**src/design/amp_pkg.sv**
```systemverilog
package amp_pkg;

	localparam int unsigned REG_ADDR_W = 4;
	localparam int unsigned DATA_W     = 32;

	// Instruction classes seen by the sequencer
	typedef enum logic [3:0] {
		AMP_OP_NONE     = 4'h0,
		AMP_OP_ARITH    = 4'h1,
		AMP_OP_ARITH_SR = 4'h2,
		AMP_OP_LOGIC    = 4'h3,
		AMP_OP_TEST_SR  = 4'h4,
		AMP_OP_WORD_MULTIPLY_ACCUMULATE    = 4'h5,
		AMP_OP_LONG_MULTIPLY_ACCUMULATE    = 4'h6,
		AMP_OP_MUL_16   = 4'h7,
		AMP_OP_MUL_DBL  = 4'h8,
		AMP_OP_MEM_LOGIC = 4'h9,
		AMP_OP_OTHER    = 4'hA
	} amp_op_e;

	// Multiplier busy cycles after the last memory stage
	localparam logic [2:0] MUL_BUSY_WORD_MULTIPLY_ACCUMULATE      = 3'h3;
	localparam logic [2:0] MUL_BUSY_WORD_MULTIPLY_ACCUMULATE_DSP  = 3'h2;
	localparam logic [2:0] MUL_BUSY_LONG       = 3'h3;
	localparam logic [2:0] MUL_BUSY_LONG_DSP   = 3'h4;
	localparam logic [2:0] MUL_BUSY_16         = 3'h2;

	// Extra decode stall slots of the follower
	localparam logic [1:0] STALL_MULTI_MA = 2'h1;
	localparam logic [1:0] STALL_MEM_LOGIC = 2'h2;

	// Memory stage counts
	localparam logic [1:0] MA_COUNT_ONE = 2'h1;
	localparam logic [1:0] MA_COUNT_TWO = 2'h2;

	// Flag update hazard reach, in instructions
	localparam int unsigned SR_HAZARD_DEPTH = 2;

	function automatic logic amp_uses_mul(input amp_op_e op);
		return (op == AMP_OP_WORD_MULTIPLY_ACCUMULATE) || (op == AMP_OP_LONG_MULTIPLY_ACCUMULATE) ||
			(op == AMP_OP_MUL_16) || (op == AMP_OP_MUL_DBL);
	endfunction

	function automatic logic amp_sets_sr(input amp_op_e op);
		return (op == AMP_OP_ARITH_SR) || (op == AMP_OP_TEST_SR);
	endfunction

endpackage

```
**src/design/amp_pipe_ctrl.sv**
```systemverilog
// Function
// RQ1: Arithmetic ops flow fetch, decode, execute, idle, writeback
// RQ2: Idle memory stage holds result unchanged
// RQ3: Destination register written only at writeback
// RQ4: Flag arithmetic uses five stages, interlocks readers
// RQ5: Test ops five stages, interlock status readers
// RQ6: Logic ops hold result, write at writeback
// RQ7: Word MAC: two memory, three multiplier stages
// RQ8: Multiplier busy three cycles, regardless of slots
// RQ9: Follower of word MAC stalls one slot
// RQ10: Multiplier user waits while multiplier busy
// RQ11: Memory stages yield to fetch contention arbitration
// RQ12: Long MAC same flow, one slot stall
// RQ13: DSP word MAC has two multiplier stages
// RQ14: DSP long multiplies have four multiplier stages
// RQ15: 16-bit multiply: one memory, two busy cycles
// RQ16: 16-bit multiply needs no follower stall
// RQ17: Double multiply: two memory, three busy cycles
// RQ18: Follower of double multiply stalls one slot
// RQ19: Memory logic runs two memory stages, stall two
// RQ20: Busy countdown gates multiplier users in decode
// RQ21: Status readers wait for pending flag writeback
module amp_pipe_ctrl #(
	parameter bit DSP_VARIANT = 1'b0
) (
	input  wire logic                     core_clk_i,
	input  wire logic                     arst_n_i,
	input  wire logic                     dec_valid_i,
	input  wire amp_pkg::amp_op_e         dec_op_i,
	input  wire logic                     dec_reads_sr_i,
	input  wire logic [amp_pkg::REG_ADDR_W-1:0] dec_dest_i,
	input  wire logic [amp_pkg::DATA_W-1:0]     ex_result_i,
	input  wire logic                     ex_sr_t_i,
	input  wire logic                     mem_grant_i,
	output logic                          dec_ready_o,
	output logic                          mem_req_o,
	output logic                          mul_load_o,
	output logic                          mul_busy_o,
	output logic                          wb_en_o,
	output logic [amp_pkg::REG_ADDR_W-1:0] wb_dest_o,
	output logic [amp_pkg::DATA_W-1:0]    wb_data_o,
	output logic                          sr_wr_en_o,
	output logic                          sr_t_o
);
	import amp_pkg::*;

	typedef enum logic [2:0] {
		AMP_EX_IDLE = 3'b000,
		AMP_EX_RUN  = 3'b001,
		AMP_EX_MA1  = 3'b011,
		AMP_EX_MA2  = 3'b010,
		AMP_EX_EX2  = 3'b110
	} amp_ex_state_e;

	amp_ex_state_e ex_state;
	amp_op_e       ex_op;
	logic [REG_ADDR_W-1:0] ex_dest;
	logic [1:0]    ma_left;
	logic [1:0]    follow_stall;

	// Idle memory stage slot
	logic          ma_valid;
	logic          ma_wb;
	logic          ma_sr;
	logic [REG_ADDR_W-1:0] ma_dest;
	logic [DATA_W-1:0]     ma_data;
	logic          ma_t;

	logic          mul_busy;
	logic          sr_stall;
	logic          mul_stall;
	logic          ex_free;
	logic          issue;
	logic          ex_done;
	logic [2:0]    mul_count;

	function automatic logic [1:0] amp_ma_count(input amp_op_e op);
		unique case (op)
			AMP_OP_WORD_MULTIPLY_ACCUMULATE, AMP_OP_LONG_MULTIPLY_ACCUMULATE, AMP_OP_MUL_DBL, AMP_OP_MEM_LOGIC: return MA_COUNT_TWO;
			default: return MA_COUNT_ONE;
		endcase
	endfunction

	function automatic logic [2:0] amp_busy_count(input amp_op_e op);
		unique case (op)
			AMP_OP_WORD_MULTIPLY_ACCUMULATE: return DSP_VARIANT ? MUL_BUSY_WORD_MULTIPLY_ACCUMULATE_DSP : MUL_BUSY_WORD_MULTIPLY_ACCUMULATE; // RQ7 RQ13
			AMP_OP_LONG_MULTIPLY_ACCUMULATE, AMP_OP_MUL_DBL: return DSP_VARIANT ? MUL_BUSY_LONG_DSP : MUL_BUSY_LONG; // RQ12 RQ14 RQ17
			AMP_OP_MUL_16: return MUL_BUSY_16; // RQ15
			default: return 3'h0;
		endcase
	endfunction

	function automatic logic amp_has_ma(input amp_op_e op);
		return amp_uses_mul(op) || (op == AMP_OP_MEM_LOGIC);
	endfunction

	function automatic logic amp_writes_gpr(input amp_op_e op);
		return (op == AMP_OP_ARITH) || (op == AMP_OP_ARITH_SR) || (op == AMP_OP_LOGIC);
	endfunction

	amp_sr_interlock u_sr (
		.core_clk_i        (core_clk_i),
		.arst_n_i          (arst_n_i),
		.issue_i           (issue),
		.issue_sets_sr_i   (amp_sets_sr(dec_op_i)),
		.sr_write_i        (sr_wr_en_o),
		.decode_reads_sr_i (dec_valid_i && dec_reads_sr_i),
		.stall_o           (sr_stall)
	);

	amp_mul_busy u_mul (
		.core_clk_i   (core_clk_i),
		.arst_n_i     (arst_n_i),
		.load_i       (mul_load_o),
		.load_count_i (amp_busy_count(ex_op)),
		.busy_o       (mul_busy),
		.count_o      (mul_count)
	);

	// Multiplier user held while countdown or a queued multiply is live
	assign mul_stall = dec_valid_i && amp_uses_mul(dec_op_i) &&
		(mul_busy || (ex_state != AMP_EX_IDLE && amp_uses_mul(ex_op))); // RQ10 RQ20

	// Memory stage finishes only when the fetch arbiter grants the slot
	assign ex_done = ((ex_state == AMP_EX_MA1) || (ex_state == AMP_EX_MA2)) && mem_grant_i; // RQ11

	assign ex_free = (ex_state == AMP_EX_IDLE) ||
		((ex_state == AMP_EX_RUN) && (follow_stall == 2'h0) && !amp_has_ma(ex_op));

	assign issue       = dec_valid_i && ex_free && !sr_stall && !mul_stall;
	assign dec_ready_o = ex_free && !sr_stall && !mul_stall;
	assign mem_req_o   = (ex_state == AMP_EX_MA1) || (ex_state == AMP_EX_MA2);
	assign mul_busy_o  = mul_busy;

	// Multiplier loaded as the final memory stage ends
	assign mul_load_o = ex_done && (ma_left == 2'h1) && amp_uses_mul(ex_op); // RQ7 RQ15 RQ17

	// Execute and memory stage sequencing
	always_ff @(posedge core_clk_i or negedge arst_n_i) begin
		if (!arst_n_i) begin
			ex_state     <= AMP_EX_IDLE;
			ex_op        <= AMP_OP_NONE;
			ex_dest      <= '0;
			ma_left      <= 2'h0;
			follow_stall <= 2'h0;
		end else begin
			unique case (ex_state)
				AMP_EX_IDLE, AMP_EX_RUN: begin
					if (ex_state == AMP_EX_RUN && amp_has_ma(ex_op)) begin
						ex_state <= AMP_EX_MA1;
						ma_left  <= amp_ma_count(ex_op);
					end else if (follow_stall != 2'h0) begin
						follow_stall <= follow_stall - 2'h1; // RQ9 RQ12 RQ18 RQ19
						if (follow_stall == 2'h1) begin
							ex_state <= AMP_EX_IDLE;
						end
					end else if (issue) begin
						ex_state <= AMP_EX_RUN;
						ex_op    <= dec_op_i;
						ex_dest  <= dec_dest_i;
					end else begin
						ex_state <= AMP_EX_IDLE;
						ex_op    <= AMP_OP_NONE;
					end
				end
				AMP_EX_MA1: begin
					if (ex_done) begin
						if (ma_left == 2'h1) begin
							// Single memory stage: follower flows normally
							ex_state <= AMP_EX_IDLE; // RQ16
						end else if (ex_op == AMP_OP_MEM_LOGIC) begin
							ex_state <= AMP_EX_EX2; // RQ19
						end else begin
							ex_state <= AMP_EX_MA2; // RQ7 RQ17
						end
						ma_left <= ma_left - 2'h1;
					end
				end
				AMP_EX_EX2: begin
					ex_state <= AMP_EX_MA2; // RQ19
				end
				AMP_EX_MA2: begin
					if (ex_done) begin
						ma_left      <= 2'h0;
						ex_state     <= AMP_EX_RUN;
						ex_op        <= AMP_OP_NONE;
						follow_stall <= (ex_op == AMP_OP_MEM_LOGIC) ? STALL_MEM_LOGIC : STALL_MULTI_MA; // RQ9 RQ18 RQ19
					end
				end
				default: begin
					ex_state <= AMP_EX_IDLE;
				end
			endcase
		end
	end

	// Idle memory stage: reload every cycle, pass the value on untouched
	always_ff @(posedge core_clk_i or negedge arst_n_i) begin
		if (!arst_n_i) begin
			ma_valid <= 1'b0;
			ma_wb    <= 1'b0;
			ma_sr    <= 1'b0;
			ma_dest  <= '0;
			ma_data  <= '0;
			ma_t     <= 1'b0;
		end else begin
			ma_valid <= (ex_state == AMP_EX_RUN) && !amp_has_ma(ex_op) && (ex_op != AMP_OP_NONE); // RQ1
			ma_wb    <= amp_writes_gpr(ex_op); // RQ3 RQ6
			ma_sr    <= amp_sets_sr(ex_op); // RQ4 RQ5
			ma_dest  <= ex_dest;
			ma_data  <= ex_result_i; // RQ2
			ma_t     <= ex_sr_t_i;
		end
	end

	// Writeback stage: the only place registers and flags change
	always_ff @(posedge core_clk_i or negedge arst_n_i) begin
		if (!arst_n_i) begin
			wb_en_o    <= 1'b0;
			wb_dest_o  <= '0;
			wb_data_o  <= '0;
			sr_wr_en_o <= 1'b0;
			sr_t_o     <= 1'b0;
		end else begin
			wb_en_o    <= ma_valid && ma_wb; // RQ3 RQ1 RQ6
			wb_dest_o  <= ma_dest;
			wb_data_o  <= ma_data; // RQ2
			sr_wr_en_o <= ma_valid && ma_sr; // RQ4 RQ5
			sr_t_o     <= ma_t;
		end
	end
endmodule

```
**src/design/amp_mul_busy.sv**
```systemverilog
module amp_mul_busy (
	input  wire logic       core_clk_i,
	input  wire logic       arst_n_i,
	input  wire logic       load_i,
	input  wire logic [2:0] load_count_i,
	output logic            busy_o,
	output logic [2:0]      count_o
);
	import amp_pkg::*;

	logic [2:0] count;

	// Runs every cycle, independent of pipeline stalls
	always_ff @(posedge core_clk_i or negedge arst_n_i) begin
		if (!arst_n_i) begin
			count <= 3'h0;
		end else if (load_i) begin
			count <= load_count_i; // RQ20
		end else if (count != 3'h0) begin
			count <= count - 3'h1; // RQ8
		end
	end

	assign busy_o  = (count != 3'h0);
	assign count_o = count;
endmodule

```
**src/design/amp_sr_interlock.sv**
```systemverilog
module amp_sr_interlock (
	input  wire logic core_clk_i,
	input  wire logic arst_n_i,
	input  wire logic issue_i,
	input  wire logic issue_sets_sr_i,
	input  wire logic sr_write_i,
	input  wire logic decode_reads_sr_i,
	output logic      stall_o
);
	import amp_pkg::*;

	// Outstanding flag writers, saturating
	logic [1:0] pending;

	always_ff @(posedge core_clk_i or negedge arst_n_i) begin
		if (!arst_n_i) begin
			pending <= 2'h0;
		end else begin
			case ({issue_i && issue_sets_sr_i, sr_write_i})
				// Third writer still in flight when the first writes back
				2'b10: pending <= (pending == 2'(SR_HAZARD_DEPTH + 1)) ? pending : pending + 2'h1; // RQ21
				2'b01: pending <= (pending == 2'h0) ? pending : pending - 2'h1;
				default: pending <= pending;
			endcase
		end
	end

	assign stall_o = decode_reads_sr_i && (pending != 2'h0); // RQ21 RQ4 RQ5
endmodule

```
**config.mk**
```make
export PLATFORM = sky130hd
export DESIGN_NAME = amp_pipe_ctrl
export DESIGN_NICKNAME = d
export VERILOG_FILES = /design/src/design/amp_pkg.sv /design/src/design/amp_pipe_ctrl.sv /design/src/design/amp_mul_busy.sv /design/src/design/amp_sr_interlock.sv
export SDC_FILE = /design/constraint.sdc
export NUM_CORES = 1
export LEC_CHECK = 0
export BUFFER_PORTS_ARGS = -buffer_cell sky130_fd_sc_hd__buf_2
export CORE_MARGIN = 10
export CORE_UTILIZATION = 35
export DETAILED_ROUTE_END_ITERATION = 7
export PLACE_DENSITY = 0.56
export SYNTH_ARGS = -nofsm -noshare
export SYNTH_HDL_FRONTEND = slang
export SYNTH_SLANG_ARGS = --single-unit
```
**constraint.sdc**
```tcl
create_clock -name core_clk_i -period 4.7 [get_ports core_clk_i]
set_clock_uncertainty 0.2 [all_clocks]
set_input_delay 0.47 -clock core_clk_i [delete_from_list [all_inputs] [get_ports core_clk_i]]
set_output_delay 0.47 -clock core_clk_i [all_outputs]
set_load 0.02 [all_outputs]
```
[Word level (Yosys, flattened, before mapping)]
Cells that the tools add are included.
Storage, ports and cells
  output and inout bits: 43
  register bits after elaboration: 99
  bits of input ports: 46
  word-level logic and storage cells: 147
Operators by class
  eq/ne operators: 33
  add/subtract/negate cells: 5
  reductions and logical operators: 59
  bitwise gates (word level): 2
  multiplexer cells: 30
Operator list (number)
  $eq A4 B3 Y1 const B: 8
  $mux W3: 9
  $logic_and A1 B1 Y1: 21
  $mux W2: 10
  $mux W4: 4
  $ne A2 B2 Y1 const B: 8
  $reduce_and A4 Y1: 4
  $logic_or A1 B1 Y1: 14
  $eq A4 B2 Y1 const B: 3
  $eq A4 B4 Y1 const B: 3
  $pmux W2 S2: 3
  $pmux W3 S4: 1
  $reduce_bool A2 Y1: 5
  $reduce_bool A3 Y1: 3
  $pmux W4 S2: 1
  $eq A2 B1 Y1 const B: 3
  $eq A3 B2 Y1 const B: 2
  $pmux W2 S3: 1
  $reduce_and A3 Y1: 2
  $sub A2 B1 Y2 const B: 3
  $eq A2 B2 Y1 const B: 2
  $eq A4 B1 Y1 const B: 1
  $logic_not A2 Y1: 2
  $ne A4 B4 Y1 const B: 1
  12 further kinds: 15

[Longest topological paths before layout]
  word-level depth: 15
  depth in mapped cells: 7
  depth with buffers taken out: 7

[Hierarchy]
Synthesis repeated with hierarchy kept, for this count alone.
Second synthesis, totals
  cell total of the unflattened synthesis: 243
  area, all modules: 3548.4 um^2
Modules (own cells, without submodules)
  amp_pipe_ctrl: area each 3240.6 um^2, times used 1, cells each 212, seq. area each 2352.3 um^2
  amp_mul_busy: area each 196.4 um^2, times used 1, cells each 20, seq. area each 75.1 um^2
  amp_sr_interlock: area each 111.4 um^2, times used 1, cells each 11, seq. area each 50.0 um^2

[Worst setup path after synthesis]
Ideal clock, no wire load.
  path type: flip-flop to output port
  start point: reg ex_op[0]
  end point: out dec_ready_o
  arrival time: 1505 ps
  buffers on the path: 1
  path slack: 2525 ps
  data required time: 4030 ps
  cell stages (with the launch flop): 7
  cells stage by stage: dfrtp_1 > buf_6 > o21ba_1 > a21o_4 > o21ai_2 > nand2_1 > a21oi_1
Between the ends
  longest elaborated chain between the ends: 10
  elaborated cells between the ends (all ways): 18
  classes of those cells: eq/ne (5); reduce/logical (13)
Ends and longest elaborated chain
  from (decl): RTL line amp_pipe_ctrl.sv:56  | amp_op_e ex_op;
  from (signal assigned): RTL line amp_pipe_ctrl.sv:159  | ex_op <= dec_op_i;
  $eq A4 B3 Y1: RTL line amp_pkg.sv:40  | return (op == AMP_OP_WORD_MULTIPLY_ACCUMULATE) || (op == AMP_OP_LONG_MULTIPLY_ACCUMULATE) ||
  $logic_or A1 B1 Y1 (2 in series): RTL line amp_pkg.sv:40
  $logic_or A1 B1 Y1: RTL line amp_pkg.sv:41  | (op == AMP_OP_MUL_16) || (op == AMP_OP_MUL_DBL);
  $logic_or A1 B1 Y1: RTL line amp_pipe_ctrl.sv:94  | return amp_uses_mul(op) || (op == AMP_OP_MEM_LOGIC);
  $logic_not A1 Y1: RTL line amp_pipe_ctrl.sv:128  | ((ex_state == AMP_EX_RUN) && (follow_stall == 2'h0) && !amp_has_ma(ex_op));
  $logic_and A1 B1 Y1: RTL line amp_pipe_ctrl.sv:128
  $logic_or A1 B1 Y1: RTL line amp_pipe_ctrl.sv:127  | assign ex_free = (ex_state == AMP_EX_IDLE) ||
  $logic_and A1 B1 Y1: RTL line amp_pipe_ctrl.sv:131  | assign dec_ready_o = ex_free && !sr_stall && !mul_stall;
  $logic_and A1 B1 Y1 (*): RTL line amp_pipe_ctrl.sv:131
  to (decl): RTL line amp_pipe_ctrl.sv:35  | output logic dec_ready_o,
Every way passes the cells marked *; elsewhere a longest branch is shown, timed or not.

[Worst setup path in the final report]
  start point: reg ex_op[1]
  end point: out dec_ready_o
Same word-level chain as after synthesis.

==> reports/qor.txt <==
Resized Gates After CTS -> 0
Syn Inst Count -> 217
CTS sink count -> 99
period utilisation layout -> 55.0%
vias in the first global route -> 2,075
Core Region -> 9240 um^2
largest net degree at the start of global routing -> 78
critical setup path kind -> register to output pin
vias post-DR -> 2,019
first-pass GRT wire length -> 10,500 um
HPWL after DPL -> 4840 um
max cap viols -> 0
Worst VDD drop -> 0.203 mV
power share of the combinational group -> 25.4%
most common cell after layout, fill and taps aside -> dfrtp_1
Detailed Route Iter0 Violations -> 66
Hold Fails Final Rpt -> 0
Synthesized Nets -> 268
Tmin final -> 2.59 ns
CTS H-tree depth -> 3
pwr dens -> 504 nW/um^2
grt ovf -> 0
Synth-to-Final Area Change -> 30.1%
Finished Core Util -> 46.6%
maximum clock path buffer count -> 2
Reg power frac -> 50.8%
Crit path arrival time -> 1.92 ns
final setup TNS -> 0 ns
Most used DFF post-synth -> dfrtp_1
Layout Nets -> 386
yosys warns -> 0
antenna-violating nets left -> 0
share of post-route cells with drive strength above 1 -> 33.8%
critical path fanouts, max -> 8
wire length per cell -> 14.5 um
IO Port Bufs -> 88
number of synthesized flops with an enable pin -> 0
Clk Latency, worst-skew pair -> 0.35 ns
RSZ-0062 raised after global routing -> false
Worst setup EP type -> output pin
fin cells -> 469
Leak -> 2.07 nW
initial antenna violation count -> 0
Reg clk slew, reported paths -> 0.09 ns
Starting Density -> 35.8%
placed cells -> 428
GRT Total Usage -> 9.98%
Die H -> 117 um
Inserted Diodes -> 0
Worst Hold Class -> input pin to register
Max Clk Rate -> 387 MHz
hold buffers post-CTS -> 18
Clk pwr share -> 23.8%
Detailed Routing Iterations Pass 1 -> 4
Critical Path RT -> 4.03 ns
Netlist Area Pre-Place -> 3310 um^2
Seq cells post-synth -> 99
Core Rows -> 35
Int Pwr -> 1.47 mW
Switching Power -> 0.697 mW
Slew Viols, Final -> 0
crit start category -> register
Post-Route WL -> 6800 um
CTS tree -> built
Die Area -> 13,700 um^2
Die W -> 117 um
Slew HR -> 37.6%
post-synthesis sequential area ratio -> 74.9%
DRC viols -> 0
routability cong. -> 0.792
Inserted Clock Buffers -> 9
FFs w/ async S/R, synth -> 100%
sw frac -> 32.1%
status -> finished clean
Yosys cell types -> 44
final setup violation count -> 0
Worst Tran Pin Value -> 0.936 ns
vias per cell -> 4.30
commonest cells after routing, fill and taps aside -> dfrtp_1, buf_2, dlygate4sd3_1, nor2_1, nand2_1
postcts setup bufs -> 0
syn_area_per_cell -> 15.2 um^2
CTS root buf -> clkbuf_8
IO Count -> 89
## logic make-up (layout without fill, tap and decap cells)
logic type                 Yosys count  after routing  synth area share (%)
buffers and inverters               15            138                  2.65
AOI/OAI and AO/OA                   38             38                  8.48
muxes                                8              8                  3.18
DFF                                 99             99                  74.9
and+or+nand+nor                     49             49                  8.10
adders and majority gates            5              5                  1.89
xor gates and xnor gates             3              3                 0.795
## power groups by stage
stage	logic [mW]	clock network, mW	registers (mW)
after floorplan	0.400	0	1.11
after global placement	0.541	0	1.11
after detailed placement	0.543	0	1.12
after CTS	0.557	0.543	1.10
after global routing	0.619	0.581	1.12
final	0.551	0.516	1.10
## synthesized netlist by cell type, types with 2 or more instances
master,number,area share [%]
o211ai_1,3,0.68
buf_6,4,1.4
a21oi_1,5,0.76
nor3b_1,2,0.45
a21o_1,2,0.45
mux2_4,5,2.3
nand2b_1,4,0.76
clkbuf_1,2,0.23
nor4b_1,2,0.53
xnor2_1,2,0.53
o21ai_0,10,1.5
a22o_1,4,1.1
nor2b_1,3,0.57
mux2i_1,3,0.91
nand2_1,12,1.4
dfrtp_1,99,75
nor3_1,4,0.61
and2_1,3,0.57
inv_1,8,0.91
ha_1,5,1.9
nor2_1,12,1.4
## path summary, 6_finish.rpt
kind	startpoint	slack (ns)	end	cells past startpoint
setup reg to reg	ex_op[1]$_DFFE_PN0P_	2.50	ex_dest[0]$_DFFE_PN0P_	5
setup / recovery	ex_op[1]$_DFFE_PN0P_	2.11	dec_ready_o	6
hold reg to reg	ma_data[26]$_DFF_PN0_	0.14	wb_data_o[26]$_DFF_PN0_	0
max in group asynchronous	arst_n_i	3.37	ma_data[18]$_DFF_PN0_	2
hold / removal	ex_result_i[27]	0.02	ma_data[27]$_DFF_PN0_	1
min in group asynchronous	arst_n_i	0.05	sr_t_o$_DFF_PN0_	1
## final cells by class
type / count / area, um^2
Clock buffer: 10 / 138
Clock inverter: 6 / 53.8
Fill cell: 799 / 4940
Inverter: 8 / 30.0
Multi-Input combinational cell: 103 / 742
Sequential cell: 99 / 2480
Tap cell: 129 / 161
Timing Repair Buffer: 114 / 701
## routing by layer
metal	share of wire (%)	GRT usage, %
met3	9.1	4.08
met4	1.5	4.04
met2	45	15.0
met1	45	12.5
met5	0	0
## flip-flops by register name, indices dropped and copies added, names as in the netlist
signal         count
ex_dest            4
ma_sr              1
ma_wb              1
wb_data_o         32
sr_t_o             1
u_mul.count_o      3
ex_op              4
ma_t               1
follow_stall       2
u_sr.pending       2
ma_left            2
wb_en_o            1
ma_valid           1
ma_dest            4
ex_state           3
sr_wr_en_o         1
ma_data           32
wb_dest_o          4
## stage by stage
stage / hold slack (ns) / area [um^2] / setup WS (ns) / total power [mW]
3_3_place_gp: 0.131 / 3860 / 2.53 / 1.65
6_report: 0.0218 / 4300 / 2.11 / 2.17
4_1_cts: 0.000206 / 4230 / 2.08 / 2.20
2_1_floorplan: -0.0256 / 3310 / 2.53 / 1.51
3_5_place_dp: 0.135 / 3860 / 2.50 / 1.66
5_1_grt: 0.00122 / 4300 / 1.95 / 2.32
## critical path, cell delays in order (launching register included)
cell,delay (ns)
dfrtp_1,0.49
o21ba_1,0.25
a21o_4,0.26
o21ai_2,0.20
nand2_1,0.09
a21oi_1,0.11
buf_2,0.18
Note: power is estimated with default switching activity, not from simulation.
